[config.mk]
export PLATFORM = sky130hd
export DESIGN_NAME = cal_core
export DESIGN_NICKNAME = d
export VERILOG_FILES = /design/src/logic/cal_pkg.sv /design/src/logic/cal_dp_if.sv /design/src/logic/cal_core.sv /design/src/logic/cal_alu8.sv /design/src/logic/cal_product.sv
export SDC_FILE = /design/constraint.sdc
export NUM_CORES = 1
export LEC_CHECK = 0
export ABC_AREA = 1
export BUFFER_PORTS_ARGS = -buffer_cell sky130_fd_sc_hd__buf_2
export CAP_MARGIN = 20
export CORE_ASPECT_RATIO = 0.8
export CORE_UTILIZATION = 35
export DETAILED_ROUTE_END_ITERATION = 6
export HOLD_SLACK_MARGIN = 0.03
export MAX_ROUTING_LAYER = met4
export SYNTH_ARGS = -nofsm -noshare
export SYNTH_HDL_FRONTEND = slang
export SYNTH_SLANG_ARGS = --single-unit
[constraint.sdc]
create_clock -name mclk -period 18.86 [get_ports mclk]
set_clock_uncertainty 0.15 [all_clocks]
set_input_delay 1.886 -clock mclk [delete_from_list [all_inputs] [get_ports mclk]]
set_output_delay 1.886 -clock mclk [all_outputs]
set_load 0.1 [all_outputs]
[src/logic/cal_pkg.sv]
// Summary of operation
// - Add registers, optionally with carry; write sum; update Z,C,N,V,H; one cycle.
// - Word add of constant to pair; write back; update Z,C,N,V,S; two cycles.
// - Word subtract of constant from pair; write back; update Z,C,N,V,S.
// - Subtract registers, optionally with carry; write result; Z,C,N,V,H; one cycle.
// - Subtract constant from register; write result; Z,C,N,V,H; one cycle.
// - Subtract constant and carry from register; write result; Z,C,N,V,H.
// - AND register with constant; Z,N,V,S only; carry kept; one cycle.
// - OR register with constant; Z,N,V,S only; one cycle.
// - Set masked bits by OR with constant; Z,N,V; one cycle.
// - Clear masked bits by AND with inverted mask; Z,N,V; one cycle.
// - Test ANDs register with itself, value kept; Z,N,V; one cycle.
// - Integer products land in the product pair; only Z,C; two cycles.
// - Fractional products are shifted left once into the pair; Z,C; two cycles.
// - Pointer jump loads the counter from the pointer pair; no flags; two cycles.
// - Pointer call goes to the pointer pair address; no flags; three cycles.
// - Compare-skip changes no flags; when equal skips by two or three.
// - Compare with constant sets Z,N,V,C,H and discards the difference; one cycle.
package cal_pkg;
	localparam int FLAG_C = 0;
	localparam int FLAG_Z = 1;
	localparam int FLAG_N = 2;
	localparam int FLAG_V = 3;
	localparam int FLAG_S = 4;
	localparam int FLAG_H = 5;
	localparam int FLAG_I = 7;
	localparam logic [7:0] SREG_RESET = 8'h00;
	localparam logic [15:0] PC_RESET = 16'h0000;
	localparam logic [7:0] ALL_ONES = 8'hff;
	localparam logic [7:0] WORD_K_MASK = 8'h3f;
	localparam logic [15:0] PC_STEP = 16'h0001;
	localparam logic [15:0] LONG_STEP = 16'h0002;
	localparam logic [15:0] SKIP_SHORT = 16'h0002;
	localparam logic [15:0] SKIP_LONG = 16'h0003;
	localparam logic [2:0] CYC_SINGLE = 3'h1;
	localparam logic [2:0] CYC_WORD = 3'h2;
	localparam logic [2:0] CYC_PRODUCT = 3'h2;
	localparam logic [2:0] CYC_REL_JUMP = 3'h2;
	localparam logic [2:0] CYC_PTR_JUMP = 3'h2;
	localparam logic [2:0] CYC_ABS_JUMP = 3'h3;
	localparam logic [2:0] CYC_REL_CALL = 3'h3;
	localparam logic [2:0] CYC_PTR_CALL = 3'h3;
	localparam logic [2:0] CYC_ABS_CALL = 3'h4;
	localparam logic [2:0] CYC_RETURN = 3'h4;
	localparam logic [2:0] CYC_SKIP_SHORT = 3'h2;
	localparam logic [2:0] CYC_SKIP_LONG = 3'h3;

	typedef enum logic [5:0] {
		add_registers_op, add_carry_op, word_add_immediate_op,
		subtract_registers_op, subtract_constant_op, subtract_with_borrow_op,
		subtract_constant_with_borrow_op, word_subtract_immediate_op,
		and_registers_op, and_constant_op, or_registers_op, or_constant_op,
		exclusive_or_op, ones_complement_op, twos_complement_op,
		set_masked_bits_op, clear_masked_bits_op, increment_op, decrement_op,
		zero_minus_check_op, clear_register_op, fill_ones_op,
		unsigned_product_op, signed_product_op, mixed_sign_product_op,
		fractional_unsigned_product_op, fractional_signed_product_op,
		fractional_mixed_product_op,
		relative_jump_op, pointer_jump_op, absolute_jump_op,
		relative_call_op, pointer_call_op, absolute_call_op,
		subroutine_return_op, interrupt_return_op,
		compare_skip_equal_op, compare_registers_op, compare_with_borrow_op,
		compare_immediate_op
	} cal_op_type;

	typedef enum logic [2:0] {ALU_ADD, ALU_SUB, ALU_AND, ALU_OR, ALU_XOR} cal_alu_type;

	typedef enum logic {ST_IDLE, ST_BUSY} cal_state_type;

	typedef struct packed {
		cal_op_type op;
		logic [7:0] d;
		logic [7:0] r;
		logic [7:0] k;
		logic [15:0] pair;
		logic [15:0] ptr;
		logic [15:0] addr;
		logic [11:0] rel;
		logic twoWord;
		logic [15:0] stack;
	} cal_req_type;

	function automatic logic [2:0] cal_cycles(input cal_req_type q);
		logic [2:0] n;
		n = CYC_SINGLE;
		case (q.op)
		word_add_immediate_op, word_subtract_immediate_op: n = CYC_WORD;
		unsigned_product_op, signed_product_op, mixed_sign_product_op,
		fractional_unsigned_product_op, fractional_signed_product_op,
		fractional_mixed_product_op: n = CYC_PRODUCT;
		relative_jump_op: n = CYC_REL_JUMP;
		pointer_jump_op: n = CYC_PTR_JUMP;
		absolute_jump_op: n = CYC_ABS_JUMP;
		relative_call_op: n = CYC_REL_CALL;
		pointer_call_op: n = CYC_PTR_CALL;
		absolute_call_op: n = CYC_ABS_CALL;
		subroutine_return_op, interrupt_return_op: n = CYC_RETURN;
		compare_skip_equal_op: begin
			if (q.d == q.r)
				n = q.twoWord ? CYC_SKIP_LONG : CYC_SKIP_SHORT;
		end
		default: n = CYC_SINGLE;
		endcase
		return n;
	endfunction
endpackage

[src/logic/cal_dp_if.sv]
`timescale 1ns/10ps
interface cal_dp_if;
	import cal_pkg::*;
	cal_alu_type aluKind;
	logic [7:0] aluA;
	logic [7:0] aluB;
	logic aluCin;
	logic [7:0] aluRes;
	logic aluC;
	logic aluH;
	logic aluV;
	logic [7:0] prA;
	logic [7:0] prB;
	logic prSignA;
	logic prSignB;
	logic prFrac;
	logic [15:0] prRes;
	logic prCarry;
	modport core(output aluKind, aluA, aluB, aluCin, prA, prB, prSignA, prSignB, prFrac,
		input aluRes, aluC, aluH, aluV, prRes, prCarry);
	modport alu(input aluKind, aluA, aluB, aluCin, output aluRes, aluC, aluH, aluV);
	modport prod(input prA, prB, prSignA, prSignB, prFrac, output prRes, prCarry);
endinterface

[src/logic/cal_core.sv]
`timescale 1ns/10ps
module cal_core (
	input wire logic mclk,
	input wire logic sys_rst,
	input wire logic opValid,
	input wire cal_pkg::cal_op_type opCode,
	input wire logic [7:0] srcD,
	input wire logic [7:0] srcR,
	input wire logic [7:0] immK,
	input wire logic [15:0] pairIn,
	input wire logic [15:0] pointerZ,
	input wire logic [15:0] jumpAddr,
	input wire logic [11:0] relOffset,
	input wire logic nextTwoWord,
	input wire logic [15:0] stackTop,
	output logic opReady,
	output logic opDone,
	output logic destWrite,
	output logic [7:0] destData,
	output logic pairWrite,
	output logic [15:0] pairData,
	output logic productWrite,
	output logic [15:0] productData,
	output logic [7:0] statusReg,
	output logic [15:0] progCounter,
	output logic pushWrite,
	output logic [15:0] pushData,
	output logic popStrobe
);
	import cal_pkg::*;

	cal_dp_if dp();
	cal_alu8 uAlu (
		.dp(dp)
	);
	cal_product uProd (
		.dp(dp)
	);

	cal_state_type st;
	logic [2:0] cnt;
	cal_req_type held;
	cal_req_type cur;
	logic accept;
	logic fire;
	logic [2:0] need;
	logic [15:0] wordRes;
	logic wordV;
	logic wordC;
	logic aluZero;
	logic [15:0] seqPc;
	logic [15:0] relTarget;

	// Operands are used straight from the ports on the issue cycle and from the held copy after.
	always_comb begin
		cur = held;
		if (st == ST_IDLE) begin
			cur.op = opCode;
			cur.d = srcD;
			cur.r = srcR;
			cur.k = immK;
			cur.pair = pairIn;
			cur.ptr = pointerZ;
			cur.addr = jumpAddr;
			cur.rel = relOffset;
			cur.twoWord = nextTwoWord;
			cur.stack = stackTop;
		end
	end

	assign accept = (st == ST_IDLE) && opReady && opValid;
	assign need = cal_cycles(cur);
	assign fire = (accept && need == CYC_SINGLE) || (st == ST_BUSY && cnt == CYC_SINGLE);
	assign aluZero = dp.aluRes == 8'h00;
	assign seqPc = progCounter + PC_STEP;
	assign relTarget = progCounter + {{4{cur.rel[11]}}, cur.rel} + PC_STEP;

	always_ff @(posedge mclk) begin
		if (sys_rst) begin
			st <= ST_IDLE;
			cnt <= 3'h0;
			opReady <= 1'b0;
			held <= '0;
		end else if (accept && need != CYC_SINGLE) begin
			st <= ST_BUSY;
			cnt <= need - CYC_SINGLE;
			opReady <= 1'b0;
			held <= cur;
		end else if (st == ST_BUSY) begin
			cnt <= cnt - CYC_SINGLE;
			if (cnt == CYC_SINGLE) begin
				st <= ST_IDLE;
				opReady <= 1'b1;
			end
		end else begin
			opReady <= 1'b1;
		end
	end

	always_comb begin
		dp.aluKind = ALU_ADD;
		dp.aluA = cur.d;
		dp.aluB = cur.r;
		dp.aluCin = 1'b0;
		case (cur.op)
		add_carry_op: dp.aluCin = statusReg[FLAG_C];
		subtract_registers_op, compare_registers_op: dp.aluKind = ALU_SUB;
		subtract_with_borrow_op, compare_with_borrow_op: begin
			dp.aluKind = ALU_SUB;
			dp.aluCin = statusReg[FLAG_C];
		end
		subtract_constant_op, compare_immediate_op: begin
			dp.aluKind = ALU_SUB;
			dp.aluB = cur.k;
		end
		subtract_constant_with_borrow_op: begin
			dp.aluKind = ALU_SUB;
			dp.aluB = cur.k;
			dp.aluCin = statusReg[FLAG_C];
		end
		and_registers_op: dp.aluKind = ALU_AND;
		zero_minus_check_op: begin
			dp.aluKind = ALU_AND;
			dp.aluB = cur.d;
		end
		and_constant_op: begin
			dp.aluKind = ALU_AND;
			dp.aluB = cur.k;
		end
		clear_masked_bits_op: begin
			dp.aluKind = ALU_AND;
			dp.aluB = ALL_ONES - cur.k;
		end
		or_registers_op: dp.aluKind = ALU_OR;
		or_constant_op, set_masked_bits_op: begin
			dp.aluKind = ALU_OR;
			dp.aluB = cur.k;
		end
		exclusive_or_op: dp.aluKind = ALU_XOR;
		clear_register_op: begin
			dp.aluKind = ALU_XOR;
			dp.aluB = cur.d;
		end
		ones_complement_op: begin
			dp.aluKind = ALU_XOR;
			dp.aluB = ALL_ONES;
		end
		twos_complement_op: begin
			dp.aluKind = ALU_SUB;
			dp.aluA = 8'h00;
			dp.aluB = cur.d;
		end
		increment_op: dp.aluB = 8'h01;
		decrement_op: begin
			dp.aluKind = ALU_SUB;
			dp.aluB = 8'h01;
		end
		default: dp.aluKind = ALU_ADD;
		endcase
	end

	always_comb begin
		dp.prA = cur.d;
		dp.prB = cur.r;
		dp.prSignA = cur.op inside {signed_product_op, mixed_sign_product_op,
			fractional_signed_product_op, fractional_mixed_product_op};
		dp.prSignB = cur.op inside {signed_product_op, fractional_signed_product_op};
		dp.prFrac = cur.op inside {fractional_unsigned_product_op,
			fractional_signed_product_op, fractional_mixed_product_op};
	end

	// The word constant is six bits wide; upper bits of immK are ignored here.
	always_comb begin
		wordRes = cur.pair + {8'h00, cur.k & WORD_K_MASK};
		wordV = ~cur.pair[15] & wordRes[15];
		wordC = ~wordRes[15] & cur.pair[15];
		if (cur.op == word_subtract_immediate_op) begin
			wordRes = cur.pair - {8'h00, cur.k & WORD_K_MASK};
			wordV = cur.pair[15] & ~wordRes[15];
			wordC = wordRes[15] & ~cur.pair[15];
		end
	end

	always_ff @(posedge mclk) begin
		if (sys_rst) begin
			statusReg <= SREG_RESET;
		end else if (fire) begin
			case (cur.op)
			add_registers_op, add_carry_op, subtract_registers_op, subtract_constant_op,
			twos_complement_op, compare_registers_op, compare_immediate_op: begin
				statusReg[FLAG_Z] <= aluZero;
				statusReg[FLAG_C] <= dp.aluC;
				statusReg[FLAG_N] <= dp.aluRes[7];
				statusReg[FLAG_V] <= dp.aluV;
				statusReg[FLAG_S] <= dp.aluRes[7] ^ dp.aluV;
				statusReg[FLAG_H] <= dp.aluH;
			end
			// Borrow forms keep Z only if it was already set, so chains test whole numbers.
			subtract_with_borrow_op, subtract_constant_with_borrow_op,
			compare_with_borrow_op: begin
				statusReg[FLAG_Z] <= aluZero & statusReg[FLAG_Z];
				statusReg[FLAG_C] <= dp.aluC;
				statusReg[FLAG_N] <= dp.aluRes[7];
				statusReg[FLAG_V] <= dp.aluV;
				statusReg[FLAG_S] <= dp.aluRes[7] ^ dp.aluV;
				statusReg[FLAG_H] <= dp.aluH;
			end
			and_registers_op, and_constant_op, or_registers_op, or_constant_op,
			exclusive_or_op, set_masked_bits_op, clear_masked_bits_op, increment_op,
			decrement_op, zero_minus_check_op, clear_register_op: begin
				statusReg[FLAG_Z] <= aluZero;
				statusReg[FLAG_N] <= dp.aluRes[7];
				statusReg[FLAG_V] <= dp.aluV;
				statusReg[FLAG_S] <= dp.aluRes[7] ^ dp.aluV;
			end
			ones_complement_op: begin
				statusReg[FLAG_Z] <= aluZero;
				statusReg[FLAG_C] <= 1'b1;
				statusReg[FLAG_N] <= dp.aluRes[7];
				statusReg[FLAG_V] <= 1'b0;
				statusReg[FLAG_S] <= dp.aluRes[7];
			end
			word_add_immediate_op, word_subtract_immediate_op: begin
				statusReg[FLAG_Z] <= wordRes == 16'h0000;
				statusReg[FLAG_C] <= wordC;
				statusReg[FLAG_N] <= wordRes[15];
				statusReg[FLAG_V] <= wordV;
				statusReg[FLAG_S] <= wordRes[15] ^ wordV;
			end
			unsigned_product_op, signed_product_op, mixed_sign_product_op,
			fractional_unsigned_product_op, fractional_signed_product_op,
			fractional_mixed_product_op: begin
				statusReg[FLAG_Z] <= dp.prRes == 16'h0000;
				statusReg[FLAG_C] <= dp.prCarry;
			end
			interrupt_return_op: statusReg[FLAG_I] <= 1'b1;
			default: statusReg <= statusReg;
			endcase
		end
	end

	always_ff @(posedge mclk) begin
		if (sys_rst) begin
			opDone <= 1'b0;
			destWrite <= 1'b0;
			destData <= 8'h00;
			pairWrite <= 1'b0;
			pairData <= 16'h0000;
			productWrite <= 1'b0;
			productData <= 16'h0000;
		end else begin
			opDone <= fire;
			// Compares share the ALU but never write a register back; the test rewrites its own value.
			destWrite <= fire && (cur.op <= fill_ones_op) && !(cur.op inside
				{word_add_immediate_op, word_subtract_immediate_op});
			pairWrite <= fire && (cur.op inside
				{word_add_immediate_op, word_subtract_immediate_op});
			productWrite <= fire && (cur.op inside {unsigned_product_op, signed_product_op,
				mixed_sign_product_op, fractional_unsigned_product_op,
				fractional_signed_product_op, fractional_mixed_product_op});
			if (fire) begin
				destData <= (cur.op == fill_ones_op) ? ALL_ONES : dp.aluRes;
				pairData <= wordRes;
				productData <= dp.prRes;
			end
		end
	end

	always_ff @(posedge mclk) begin
		if (sys_rst) begin
			progCounter <= PC_RESET;
			pushWrite <= 1'b0;
			pushData <= 16'h0000;
			popStrobe <= 1'b0;
		end else begin
			pushWrite <= fire && (cur.op inside
				{relative_call_op, pointer_call_op, absolute_call_op});
			popStrobe <= fire && (cur.op inside
				{subroutine_return_op, interrupt_return_op});
			if (fire) begin
				pushData <= (cur.op == absolute_call_op) ? progCounter + LONG_STEP : seqPc;
				case (cur.op)
				relative_jump_op, relative_call_op: progCounter <= relTarget;
				pointer_jump_op, pointer_call_op: progCounter <= cur.ptr;
				absolute_jump_op, absolute_call_op: progCounter <= cur.addr;
				subroutine_return_op, interrupt_return_op: progCounter <= cur.stack;
				compare_skip_equal_op: begin
					if (cur.d == cur.r)
						progCounter <= progCounter + (cur.twoWord ? SKIP_LONG : SKIP_SHORT);
					else
						progCounter <= seqPc;
				end
				default: progCounter <= seqPc;
				endcase
			end
		end
	end
endmodule // cal_core

[src/logic/cal_alu8.sv]
`timescale 1ns/10ps
module cal_alu8 (
	cal_dp_if.alu dp
);
	import cal_pkg::*;
	logic [8:0] wide;
	logic [4:0] low;

	// Subtraction borrows come out as carry, which is what the flag wants.
	always_comb begin
		wide = 9'h000;
		low = 5'h00;
		dp.aluV = 1'b0;
		case (dp.aluKind)
		ALU_ADD: begin
			wide = {1'b0, dp.aluA} + {1'b0, dp.aluB} + {8'h00, dp.aluCin};
			low = {1'b0, dp.aluA[3:0]} + {1'b0, dp.aluB[3:0]} + {4'h0, dp.aluCin};
			dp.aluV = (dp.aluA[7] == dp.aluB[7]) && (wide[7] != dp.aluA[7]);
		end
		ALU_SUB: begin
			wide = {1'b0, dp.aluA} - {1'b0, dp.aluB} - {8'h00, dp.aluCin};
			low = {1'b0, dp.aluA[3:0]} - {1'b0, dp.aluB[3:0]} - {4'h0, dp.aluCin};
			dp.aluV = (dp.aluA[7] != dp.aluB[7]) && (wide[7] != dp.aluA[7]);
		end
		ALU_AND: wide = {1'b0, dp.aluA & dp.aluB};
		ALU_OR: wide = {1'b0, dp.aluA | dp.aluB};
		ALU_XOR: wide = {1'b0, dp.aluA ^ dp.aluB};
		default: wide = 9'h000;
		endcase
		dp.aluRes = wide[7:0];
		dp.aluC = wide[8];
		dp.aluH = low[4];
	end
endmodule // cal_alu8

[src/logic/cal_product.sv]
`timescale 1ns/10ps
module cal_product (
	cal_dp_if.prod dp
);
	import cal_pkg::*;
	logic signed [8:0] opA;
	logic signed [8:0] opB;
	logic signed [17:0] full;

	// A ninth bit makes one signed multiplier serve all three sign mixes.
	always_comb begin
		opA = {dp.prSignA & dp.prA[7], dp.prA};
		opB = {dp.prSignB & dp.prB[7], dp.prB};
		full = opA * opB;
		dp.prCarry = full[15];
		dp.prRes = dp.prFrac ? {full[14:0], 1'b0} : full[15:0];
	end
endmodule // cal_product

# Word level (Yosys, flattened, before mapping)
# Cells that the tools add are included.
# op_classes
n_bitwise,16
eq_ne,52
mux,30
order_cmp,1
reduce_logical,58
addsub,18
multipliers,1
# ops
cell,n
107-bit 2-to-1 mux,1
6-bit by 5-bit == test with 1-bit output (second input constant),16
16-bit case mux with 5 select lines,1
16-bit 2-to-1 mux,4
6-bit by 4-bit == test with 1-bit output (second input constant),8
6-bit == test (second input constant),8
9-bit case mux with 5 select lines,1
8-bit case mux with 5 select lines,1
16-bit by 1-bit adder with 16-bit output (second input constant),2
16-bit zero test,2
6-bit by 3-bit == test with 1-bit output (second input constant),4
3-bit case mux with 4 select lines,2
21-bit OR reduction,1
10-bit OR reduction,2
19-bit OR reduction,1
3-bit OR reduction,6
16-bit adder,1
16-bit by 2-bit adder with 16-bit output,1
16-bit by 2-bit adder with 16-bit output (second input constant),1
16-bit by 6-bit adder with 16-bit output,1
9-bit by 9-bit multiplier with 16-bit output,1
8-bit 2-to-1 mux,2
16-bit by 6-bit subtractor with 16-bit output,1
2-bit OR reduction,7
48 further kinds,101
# word_totals
register_bits,197
output_inout_bits,87
elab_cells,205

# Longest topological paths before layout
# Gate-level depths: netlist (run 1).
# logic_depth
word_depth,11
ltp_mapped,36
mapped_depth_nobuf,33

# Hierarchy
# A second synthesis (run 1) with hierarchy kept.
# hier_totals
hier_cells,2671
hier_area_um2,17475.5
# by_module_without_submodules
module,instances,area_per_inst_um2,seq_area_each_um2,cells_each
cal_core,1,12904.9,3943.8,1974
cal_product,1,3208.1,0.0,464
cal_alu8,1,1362.6,0.0,233

# Least setup slack after synthesis (run 1)
# OpenSTA, ideal clock, no wires.
# synth_path
kind,in2reg
startpoint,input opCode[5]
endpoint,register statusReg[1]
required_ns,18.591
slack_ns,11.358
cell_stages,33
arrival_time_ns,7.232
setup_time_ns,0.119
n_path_buf,0
path_cell_list,inv_1 nand2_1 nand2_2 nand2_4 inv_2 nand2_1 o21ai_1 nand2_1 nor2_1 inv_1 fa_1 fa_1 inv_1 fa_1 fa_1 inv_1 fa_1 inv_1 ha_1 nand2_1 nor2_1 nand2_1 nand2_1 nand2_1 nand2_1 a21o_1 or2_2 nand3_1 o21ai_0 nand3_1 nand2_1 nor2_1 nor2_1
# synth_between
elab_chain_cells,10
word_cells_on_any_way,91
classes_between,add/sub (4); mul (1); eq/ne (43); mux (10); bitwise (6); reduce/logical (27)
# synth_lines
item,line_no,source
"start, declared",cal_core.sv:6,"input wire cal_pkg::cal_op_type opCode,"
107-bit 2-to-1 mux (*),cal_core.sv:57,if (st == ST_IDLE) begin
6-bit by 3-bit == test with 1-bit output (tied with other cells),"cal_core.sv:105, cal_core.sv:188",
6-bit OR reduction (no source line) (tied with other cells),--,
8-bit case mux with 5 select lines,cal_core.sv:105,case (cur.op)
8-bit by 8-bit subtractor with 9-bit output or 8-bit by 8-bit adder with 9-bit output (tied branches),"cal_alu8.sv:21, cal_alu8.sv:16",
9-bit by 1-bit subtractor with 9-bit output or 9-bit by 1-bit adder with 9-bit output (tied branches),"cal_alu8.sv:21, cal_alu8.sv:16",
9-bit case mux with 5 select lines,cal_alu8.sv:14,case (dp.aluKind)
8-bit zero test,cal_core.sv:74,assign aluZero = dp.aluRes == 8'h00;
1-bit AND,cal_core.sv:201,statusReg[FLAG_Z] <= aluZero & statusReg[FLAG_Z];
1-bit case mux with 4 select lines,cal_core.sv:188,case (cur.op)
"end signal, assigned by index",cal_core.sv:201,
"end signal, assigned by index",cal_core.sv:202,statusReg[FLAG_C] <= dp.aluC;
"end signal, assigned by index",cal_core.sv:203,statusReg[FLAG_N] <= dp.aluRes[7];
"end, declared",cal_core.sv:24,"output logic [7:0] statusReg,"
# Mark *: on every way between the ends. The rest lies on a longest branch, timed or not.
# A chain may end at the register's enable or synchronous reset.

# Worst setup path after layout (run 1)
# Ends and elaborated chain as after synthesis.

==> results_dict.tcl, run 1 <==
set metrics [dict create \
    outcome "completed" \
    crit_buf_inv 7 \
    rows 72 \
    reg2regPathDepth 33 \
    r2r-start "st" \
    synth_edf_count 0 \
    fin_crit_sh_pct 42.2 \
    clk-insertion-delay-late_ps 490 \
    yosysWarnings 0 \
    path_class "input port to flip-flop" \
    synth_nets 2873 \
    synth_area_leader_cell "dfxtp_1" \
    worstPathArrival_ps 8230 \
    synth_flop_cell "dfxtp_1" \
    setup_viol 0 \
    final_common_cell "nand2_1" \
    maxCapViolations 0 \
    final_util_pct 39.9 \
    layout_common_cells "nand2_1, inv_1, o21ai_0, nor2_1, dfxtp_1" \
    htree_levels 4 \
    cts_resized 0 \
    pwr-share-seq_pct 17.2 \
    final_max_slew_viol_count 0 \
    dr.pass1.iters 5 \
    dp.final_hpwl_mm 50.7 \
    drt_iter0_drc 1629 \
    routedWlPerCell_um 19.2 \
    cts_buffers 17 \
    core_area_um2 48500 \
    total_power_mw 3.08 \
    p_switching_mw 1.76 \
    min_path_cells 2 \
    io_buffers 195 \
    p_int_mw 1.33 \
    timing.fmax_ghz 0.126 \
    via_count 17899 \
    yosysSeqAreaShare_pct 22.9 \
    grt_usage_pct 26.5 \
    min_from "held[43]" \
    cp-end-kind "flip-flop" \
    rrSetupSlack_ps 11020 \
    hp-class "flip-flop to flip-flop" \
    start_util_pct 35.6 \
    cp-start-kind "input port" \
    setup_tns_ps 0 \
    p_per_area_nw_per_um2 159 \
    die_y_um 201 \
    fin_hold_ws_ps 307 \
    worst_ep_required_time_ps 19130 \
    grt_pass1_vias 16433 \
    dp.cells 3327 \
    synthDominantCellAreaShare_pct 22.9 \
    fin_nets 3008 \
    instances_no_fill 3363 \
    pin_count 197 \
    die_x_um 250 \
    slowest_delay_ps 550 \
    gp_congestion 0.972 \
    min_to "held[43]" \
    cts.clk_slew.worst_paths_ps 90 \
    tightest_slew_ps 1080 \
    drc 0 \
    finalWirelength_mm 64.7 \
    synth-seq-cells 197 \
    ctsLongestPathBuffers 2 \
    die-area_um2 50200 \
    grt.overflow.total 0 \
    cts_tree "yes" \
    fin_crit_ps 7950 \
    syn_area_um2 17300 \
    crit_path_frequent_cell "nor2_1" \
    ir_worst_vdd_uv 144 \
    cts-root-buf "clkbuf_16" \
    grt_max_degree 96 \
    num-fill-cells 5163 \
    crit_path_top_delay_cell "fa_1" \
    p_leak_nw 9.35 \
    async_reset_ff_share_pct 0 \
    rr_endpoint "statusReg[1]" \
    ys_types 62 \
    cts_hold_buffers 0 \
    drive_above_1_share_pct 12.8 \
    syn_inst 2584 \
    relSlewSlack_pct 27.3 \
    power_frac_clock_pct 12.9 \
    layout-area-overhead-vs-synth_pct 12.2 \
    grt_pass1_wl_mm 99.3 \
    rsz0062_at_grt "no" \
    worst-path-max-fanout 10 \
    switching_share_pct 56.9 \
    clock-sinks 197 \
    hold_viol 0 \
    crit_family "adder cells" \
    synth.avg_cell_area_um2 6.68 \
    synth.top_cells.by_area "dfxtp_1, nand2_1, inv_1, fa_1, ha_1" \
    postCtsSetupBuffers 0 \
    vias_per_cell 5.32 \
    p_comb_share_pct 69.8 \
    antenna_left 0 \
    antenna_found_initial 6 \
]
[registers in the layout (all words and copies together), names as in the netlist]
| signal | flops |
|---|---|
| held | 107 |
| pairData | 16 |
| productData | 16 |
| progCounter | 16 |
| pushData | 16 |
| destData | 8 |
| statusReg | 7 |
| cnt | 3 |
| destWrite | 1 |
| opDone | 1 |
| opReady | 1 |
| pairWrite | 1 |
| popStrobe | 1 |
| productWrite | 1 |
| pushWrite | 1 |
| st | 1 |
[power by group through the flow]
stage | clock network [mW] | registers (mW) | logic, mW
final | 0.399 | 0.532 | 2.15
after global routing | 0.421 | 0.537 | 2.43
after CTS | 0.409 | 0.531 | 2.14
after detailed placement | 0 | 0.540 | 2.13
after global placement | 0 | 0.539 | 2.12
after floorplan | 0 | 0.757 | 1.40
[cells in the mapped netlist, types with 9 or more instances]
library cell / instances
a211oi_1: 19
a21oi_1: 128
a221oi_1: 10
a31oi_1: 20
buf_2: 34
clkbuf_1: 58
dfxtp_1: 197
fa_1: 70
ha_1: 109
inv_1: 391
inv_2: 20
nand2_1: 505
nand2_2: 21
nand3_1: 171
nand4_1: 20
nor2_1: 240
nor2_2: 13
nor3_1: 32
o211ai_1: 39
o21ai_0: 270
o21ai_1: 20
o21bai_1: 9
xnor2_1: 18
xor2_1: 55
[worst max-delay path by stage]
| stage | startpoint | to | slack, ps | depth (start not counted) |
|---|---|---|---|---|
| CTS | opCode[5] | statusReg[1] | 11010 | 33 |
| global route | opCode[5] | statusReg[1] | 10380 | 33 |
| global placement | opCode[5] | statusReg[1] | 10590 | 34 |
| detailed placement | opCode[5] | statusReg[1] | 10500 | 33 |
| finish | opCode[5] | statusReg[1] | 10910 | 33 |
| floorplan | opCode[5] | statusReg[1] | 11360 | 33 |
[area by class of cell]
| class | count | area (um2) | share of cell area, % |
|---|---|---|---|
| repair buffers | 222 | 1180 | 6.09 |
| well taps | 629 | 787 | 4.07 |
| multi-input cells | 1869 | 11300 | 58.2 |
| diodes | 2 | 5.00 | 0.0259 |
| clock buffers | 17 | 425 | 2.20 |
| inverters | 412 | 1550 | 8.00 |
| flip-flops and latches | 197 | 3950 | 20.4 |
| clock inverters | 15 | 193 | 0.996 |
[metal layers]
layer / up-vias / track usage (%) / wire (um)
li1: 8659 / - / -
met1: 8551 / 40.9 / 33200
met2: 645 / 35.9 / 26000
met3: 44 / 4.02 / 4650
met4: 0 / 4.73 / 814
met5: - / - / 0
[worst reg2reg max path, delay by kind of cell (launching register included)]
family | cells | cell delay [ps]
adder cells (fa/ha/maj) | 6 | 2880
AND/OR/NAND/NOR | 16 | 2060
buffers and inverters | 7 | 1250
AO/OA/AOI/OAI | 3 | 720
flip-flops | 1 | 490
XOR/XNOR | 1 | 240
[stage by stage]
| stage | area, um2 | worst slack [ps] |
|---|---|---|
| after floorplan | 17300 | 11360 |
| after global placement | 18700 | 10590 |
| after detailed placement | 18700 | 10500 |
| after global routing | 19400 | 10380 |
| after CTS | 19300 | 11010 |
| final | 19400 | 10910 |
[kinds of logic after synthesis]
| kind of cell | after synthesis | share of synthesized area, % |
|---|---|---|
| buf+inv | 518 | 11.9 |
| simple gates | 1050 | 26.8 |
| compound gates | 562 | 18.5 |
| other cells | 1 | 0.0217 |
| flops | 197 | 22.9 |
| fa+ha+maj | 179 | 16.0 |
| mux | 4 | 0.232 |
| xor+xnor | 73 | 3.71 |
No activity file was read; power rests on OpenSTA's default activity.
==> inputs of run 2 (changes only) <==
--- a/config.mk
+++ b/config.mk
@@ -5,7 +5,7 @@
 export SDC_FILE = /design/constraint.sdc
 export NUM_CORES = 1
 export LEC_CHECK = 0
-export ABC_AREA = 1
+export ABC_AREA = 0
 export BUFFER_PORTS_ARGS = -buffer_cell sky130_fd_sc_hd__buf_2
 export CAP_MARGIN = 20
 export CORE_ASPECT_RATIO = 0.8
==> constraint.sdc (replaced) <==
create_clock -name mclk -period 6.65 [get_ports mclk]
set_clock_uncertainty 0.15 [all_clocks]
set_input_delay 0.665 -clock mclk [delete_from_list [all_inputs] [get_ports mclk]]
set_output_delay 0.665 -clock mclk [all_outputs]
set_load 0.1 [all_outputs]
==> run 2 against run 1 <==
  * The flow now finishes with violations (DRC)
  * Count of clock-buffer cells in the layout grew 1
  * Final area is 1.2% higher
  * Die area decreased by 2.8%
  * Sequential power increased to 2.5 times the previous value
  * First-iteration DRC count decreased by 6.6%
  * Via count is 6.6% lower
  * Synthesized cell count down 16%
==> results_dict.tcl, run 2 <==
set metrics [dict create \
    syn_area_um2 16800 \
    path_cells "buf_4, nand2b_1, o32ai_1, or4_4, or2_2, fa_1, fa_1, inv_1, fa_1, fa_1, inv_1, fa_1, inv_1, ha_4, nand3_1, o211ai_1, nor2_1, xnor2_1, or4_4, nor4_4, o2111ai_2, a311oi_2" \
    synth_area_leader_cell "dfxtp_1" \
    p_per_area_nw_per_um2 277 \
    cts_hold_buffers 0 \
    grt_pass1_vias 16018 \
    layout-area-overhead-vs-synth_pct 16.7 \
    synth.avg_cell_area_um2 7.73 \
    async_reset_ff_share_pct 0 \
    htree_levels 4 \
    syn_inst 2171 \
    rows 71 \
    hp-class "input port to flip-flop" \
    final_util_pct 41.5 \
    ys_types 94 \
    grt_max_degree 96 \
    total_power_mw 5.41 \
    layout_common_cells "nand2_1, nor2_1, dfxtp_1, buf_2, a21oi_1" \
    cts.clk_slew.worst_paths_ps 90 \
    largest-register "held" \
    setup_tns_ps 0 \
    worst_slack_ps 255 \
    grt.overflow.total 0 \
    p_leak_nw 7.98 \
    io_buffers 195 \
    pin_count 197 \
    drt_iter0_drc 1522 \
    pre_cts_ws_ps -404 \
    yosysSeqAreaShare_pct 23.5 \
    fin_nets 2650 \
    fin_crit_ps 6400 \
    worst_ep_required_time_ps 6890 \
    rsz0062_at_grt "yes" \
    worstPathArrival_ps 6630 \
    antenna_found_initial 3 \
    clk-insertion-delay-late_ps 490 \
    cp-start-kind "flip-flop" \
    crit_buf_inv 4 \
    dp.final_hpwl_mm 47.2 \
    path_class "flip-flop to flip-flop" \
    crit_start "st" \
    reg2regPathDepth 22 \
    die_x_um 247 \
    crit_path_frequent_cell "fa_1" \
    start_util_pct 35.6 \
    r2r-start "st" \
    synth-seq-cells 197 \
    yosysWarnings 0 \
    postCtsSetupBuffers 0 \
    crit_family "adder cells" \
    clock-sinks 197 \
    gp_congestion 0.961 \
    synth_flop_cell "dfxtp_1" \
    yosysMostFrequentCell "nand2_1" \
    relSlewSlack_pct 23.8 \
    die-area_um2 48800 \
    cts_tree "yes" \
    via_count 16720 \
    maxCapViolations 0 \
    tightest_slew_ps 1140 \
    grt_pass1_wl_mm 93.4 \
    timing.fmax_ghz 0.156 \
    vias_per_cell 5.58 \
    crit_cells 22 \
    yosys-top-cells-count "nand2_1, nor2_1, dfxtp_1" \
    cts_buffers 17 \
    dr.pass1.iters 7 \
    cp-end-kind "flip-flop" \
    synth.top_cells.by_area "dfxtp_1, fa_1, ha_1, nand2_1, mux2i_1" \
    ir_worst_vdd_uv 203 \
    grt_usage_pct 25.6 \
    largest_reg_flops 107 \
    routedWlPerCell_um 20.3 \
    final_max_slew_viol_count 0 \
    setup_viol 0 \
    core_area_um2 47200 \
    worst-path-max-fanout 8 \
    outcome "finished with violations" \
    slowest_delay_ps 550 \
    antenna_left 0 \
    ctsLongestPathBuffers 2 \
    fin_crit_sh_pct 96.2 \
    crit_path_top_delay_cell "fa_1" \
    drive_above_1_share_pct 17.3 \
    final_common_cell "nand2_1" \
    cts-root-buf "clkbuf_16" \
    hold_viol 0 \
    die_y_um 198 \
    min_from "srcD[5]" \
    violations "DRC" \
    drc 26 \
    synth_edf_count 0 \
    synth_nets 2460 \
    finalWirelength_mm 60.8 \
    min_path_cells 3 \
    synthDominantCellAreaShare_pct 23.5 \
    fin_hold_ws_ps 274 \
]
run 2: cell types whose count changed after synthesis, sizes merged, moves of 28 or more:
cell | before | now
nand3 | 178 | 38
nand2 | 531 | 340
mux2i | 4 | 98
inv | 411 | 156
nor2 | 264 | 218
clkbuf | 59 | 94
a211oi | 20 | 54
a21oi | 129 | 172
o21ai | 294 | 77
xor2 | 55 | 27
run 2: power by group:
part	leakage (nW)	switching [mW]	internal, mW	total [mW]
Clock	0.291	0.551	0.537	1.09
Combinational	6.08	1.86	1.12	2.98
Sequential	1.60	0.0734	1.27	1.34
run 2: path summary, 6_finish.rpt:
path                        to  slack (ps)
setup / recovery  statusReg[1]         250
setup reg to reg  statusReg[1]         250
hold reg to reg       held[56]         310
hold / removal        held[98]         270
run 2: what timing repair did:
item | in CTS | in global routing
pin swaps | 0 | 4
cloned | 0 | 0
resized for setup | 1 | 11
setup endpoints to repair | 1 | 3
run 2: cells by family after synthesis:
logic type,synth area share (%)
AO/OA/AOI/OAI,19.8
XOR/XNOR,3.76
adder cells (fa/ha/maj),16.5
buffers and inverters,6.94
flip-flops,23.5
multiplexers,7.53
other,0.0224
AND/OR/NAND/NOR,21.9
run 2: layout make-up:
type | count | area [um2]
fillers | 4848 | 27600
inverters | 161 | 606
flip-flops and latches | 197 | 3950
clock buffers | 18 | 429
clock inverters | 13 | 164
well taps | 620 | 776
multi-input cells | 1689 | 11900
repair buffers | 295 | 1780
diodes | 1 | 2.50
run 2: layer usage:
layer	global-route usage, %	up-vias	share of wire [%]	wire length [um]
met2	37.6	590	43	26200
met4	6.01	0	1.7	1060
met5	-	-	0	0
met3	3.39	52	6.5	3940
met1	36.8	8118	49	29600
li1	-	7960	-	-
run 2: worst register-to-register path, cell delays in order, from the launching register on:
cell	delay, ps
dfxtp_4	400
buf_4	170
nand2b_1	100
o32ai_1	120
or4_4	510
or2_2	300
fa_1	460
fa_1	550
inv_1	50
fa_1	460
fa_1	540
inv_1	50
fa_1	490
inv_1	60
ha_4	270
nand3_1	60
o211ai_1	200
nor2_1	80
xnor2_1	140
or4_4	530
nor4_4	210
o2111ai_2	180
a311oi_2	210
run 2: through the flow:
| stage | std cells | cell area (um2) |
|---|---|---|
| floorplan | 2171 | 17000 |
| global placement | 2961 | 18900 |
| detailed placement | 2961 | 18900 |
| CTS | 2992 | 19500 |
| global route | 2994 | 19600 |
| finish | 2994 | 19600 |
==> inputs of run 3 (changes only) <==
--- a/config.mk
+++ b/config.mk
@@ -5,7 +5,7 @@
 export SDC_FILE = /design/constraint.sdc
 export NUM_CORES = 1
 export LEC_CHECK = 0
-export ABC_AREA = 0
+export ABC_AREA = 1
 export BUFFER_PORTS_ARGS = -buffer_cell sky130_fd_sc_hd__buf_2
 export CAP_MARGIN = 20
 export CORE_ASPECT_RATIO = 0.8
==> run 3 against run 2 <==
  * The run now ends clean
  * Count of clock-buffer cells in the layout shrank 1
  * Via count grew 7.0%
  * Power grew 72%
  * Sequential share of layout area shrank 0.12 points
  * Largest cell class unchanged
  * Largest power group unchanged
==> results_dict.tcl, run 3 (synthesis results as in run 1) <==
set metrics [dict create \
    outcome "completed" \
    relSlewSlack_pct 24.1 \
    cts_hold_buffers 0 \
    dpl_cell_area_um2 19000 \
    die-area_um2 50200 \
    pre_cts_ws_ps 2.47 \
    final_common_cell "nand2_1" \
    final_cell_area_um2 19700 \
    final_max_slew_viol_count 0 \
    clock-sinks 197 \
    cts_tree "yes" \
    min_to "held[35]" \
    min_path_cells 3 \
    multi_input_area_um2 11300 \
    cts-root-buf "clkbuf_16" \
    worstPathArrival_ps 6410 \
    hp-class "input port to flip-flop" \
    reg2regPathDepth 27 \
    drive_above_1_share_pct 14.2 \
    p_switching_mw 5.20 \
    maxCapViolations 0 \
    final_util_pct 40.6 \
    via_count 17884 \
    pwr-share-seq_pct 15.9 \
    instances_no_fill 3402 \
    cp-start-kind "flip-flop" \
    fin_hold_ws_ps 240 \
    min_from "jumpAddr[6]" \
    gp_congestion 1.02 \
    grt_pass1_vias 16528 \
    r2r-start "st" \
    setup_viol 0 \
    ctsLongestPathBuffers 2 \
    finalWirelength_mm 65.0 \
    ir_worst_vdd_uv 772 \
    rr_endpoint "statusReg[1]" \
    fin_crit_sh_pct 92.6 \
    drc 0 \
    cts.clk_slew.worst_paths_ps 90 \
    p_int_mw 4.13 \
    grt_max_degree 89 \
    path_class "flip-flop to flip-flop" \
    worst_slack_ps 491 \
    grt_pass1_wl_mm 98.9 \
    die_x_um 250 \
    fin_nets 3046 \
    total_power_mw 9.33 \
    clk-insertion-delay-late_ps 510 \
    power_frac_clock_pct 12.1 \
    dp.final_hpwl_mm 51.1 \
    grt_usage_pct 26.7 \
    cts_buffers 17 \
    hold_viol 0 \
    timing.fmax_ghz 0.162 \
    worst_ep_required_time_ps 6900 \
    layout-area-overhead-vs-synth_pct 14.2 \
    rows 72 \
    grt.overflow.total 0 \
    largest-register "held" \
    rsz0062_at_grt "no" \
    largest_reg_flops 107 \
    dr.pass1.iters 6 \
    cp-end-kind "flip-flop" \
    pin_count 197 \
    p_per_area_nw_per_um2 474 \
    start_util_pct 35.6 \
    switching_share_pct 55.7 \
    dp.cells 3365 \
    layout_common_cells "nand2_1, inv_1, o21ai_0, nor2_1, dfxtp_1" \
    worst-path-max-fanout 39 \
    io_buffers 195 \
    vias_per_cell 5.26 \
    antenna_found_initial 4 \
    setup_tns_ps 0 \
    fin_crit_ps 6160 \
    core_area_um2 48500 \
    rrSetupSlack_ps 490 \
    seq_area_um2 3950 \
    htree_levels 4 \
    routedWlPerCell_um 19.1 \
    p_leak_nw 9.56 \
    p_comb_share_pct 72.0 \
    antenna_left 0 \
    tightest_slew_ps 1130 \
    num-fill-cells 5181 \
    drt_iter0_drc 1586 \
    die_y_um 201 \
]
==> run 3: changes by cell type in the layout (fill, tap and decap cells not counted), moves of 27 or more <==
cell,delta
nand3_1,+134
a21oi_1,-43
nand2_1,+164
xnor2_1,-27
xor2_1,+28
o21ai_0,+192
a211oi_1,-33
buf_4,-36
inv_1,+235
mux2i_1,-87
==> run 3: critical path, stage by stage (launching register included) <==
cell     delay [ps]
dfxtp_4         450
buf_4           370
o21ai_1         190
inv_1           340
nand2_1         130
fa_1            500
fa_1            500
inv_1            50
fa_1            500
fa_1            540
inv_1            50
fa_1            380
inv_1            70
ha_1            290
a21oi_1         250
nor2_1           60
nor2_1           80
nand2_1          80
nand2_1          60
nand2_1          50
a21o_1          150
or2_2           280
nand3_1          70
o21ai_0         100
nand3_1         120
nand2_1          60
nor2_1          110
nor2_1           40
==> run 3: worst max path at each step <==
stage	start	to	cells past startpoint
5_1_grt	st	statusReg[1]	32
2_1_floorplan	st	statusReg[1]	33
3_3_place_gp	srcR[0]	statusReg[1]	25
4_1_cts	st	statusReg[1]	25
3_5_place_dp	srcR[0]	statusReg[1]	25
6_report	st	statusReg[1]	27
==> run 3: layer usage <==
| metal | vias to the layer above | share of wire (%) | global-route usage (%) |
|---|---|---|---|
| met4 | 0 | 2.6 | 8.79 |
| met2 | 703 | 39 | 34.4 |
| met1 | 8380 | 49 | 38.7 |
| li1 | 8712 | - | - |
| met5 | - | 0 | - |
| met3 | 89 | 9.6 | 7.69 |
==> run 3: power groups by stage <==
stage / clock network, mW / registers, mW / logic [mW]
final: 1.13 / 1.49 / 6.72
after global routing: 1.20 / 1.51 / 7.45
after floorplan: 0 / 2.15 / 3.98
after CTS: 1.16 / 1.49 / 6.55
after global placement: 0 / 1.51 / 6.50
after detailed placement: 0 / 1.51 / 6.51
==> run 3: what timing repair did <==
action / in CTS / in global routing
endpoints found under the setup margin: 0 / 6
gates resized for setup: 0 / 9
setup buffers: 0 / 1
==> run 3: layout make-up <==
| cell class | instances | share of cell area (%) |
|---|---|---|
| inverters | 412 | 7.88 |
| clock buffers | 17 | 2.16 |
| diodes | 3 | 0.0381 |
| repair buffers | 260 | 7.62 |
| clock inverters | 15 | 0.991 |
| flip-flops and latches | 197 | 20.0 |
| well taps | 629 | 4.00 |
| multi-input cells | 1869 | 57.3 |
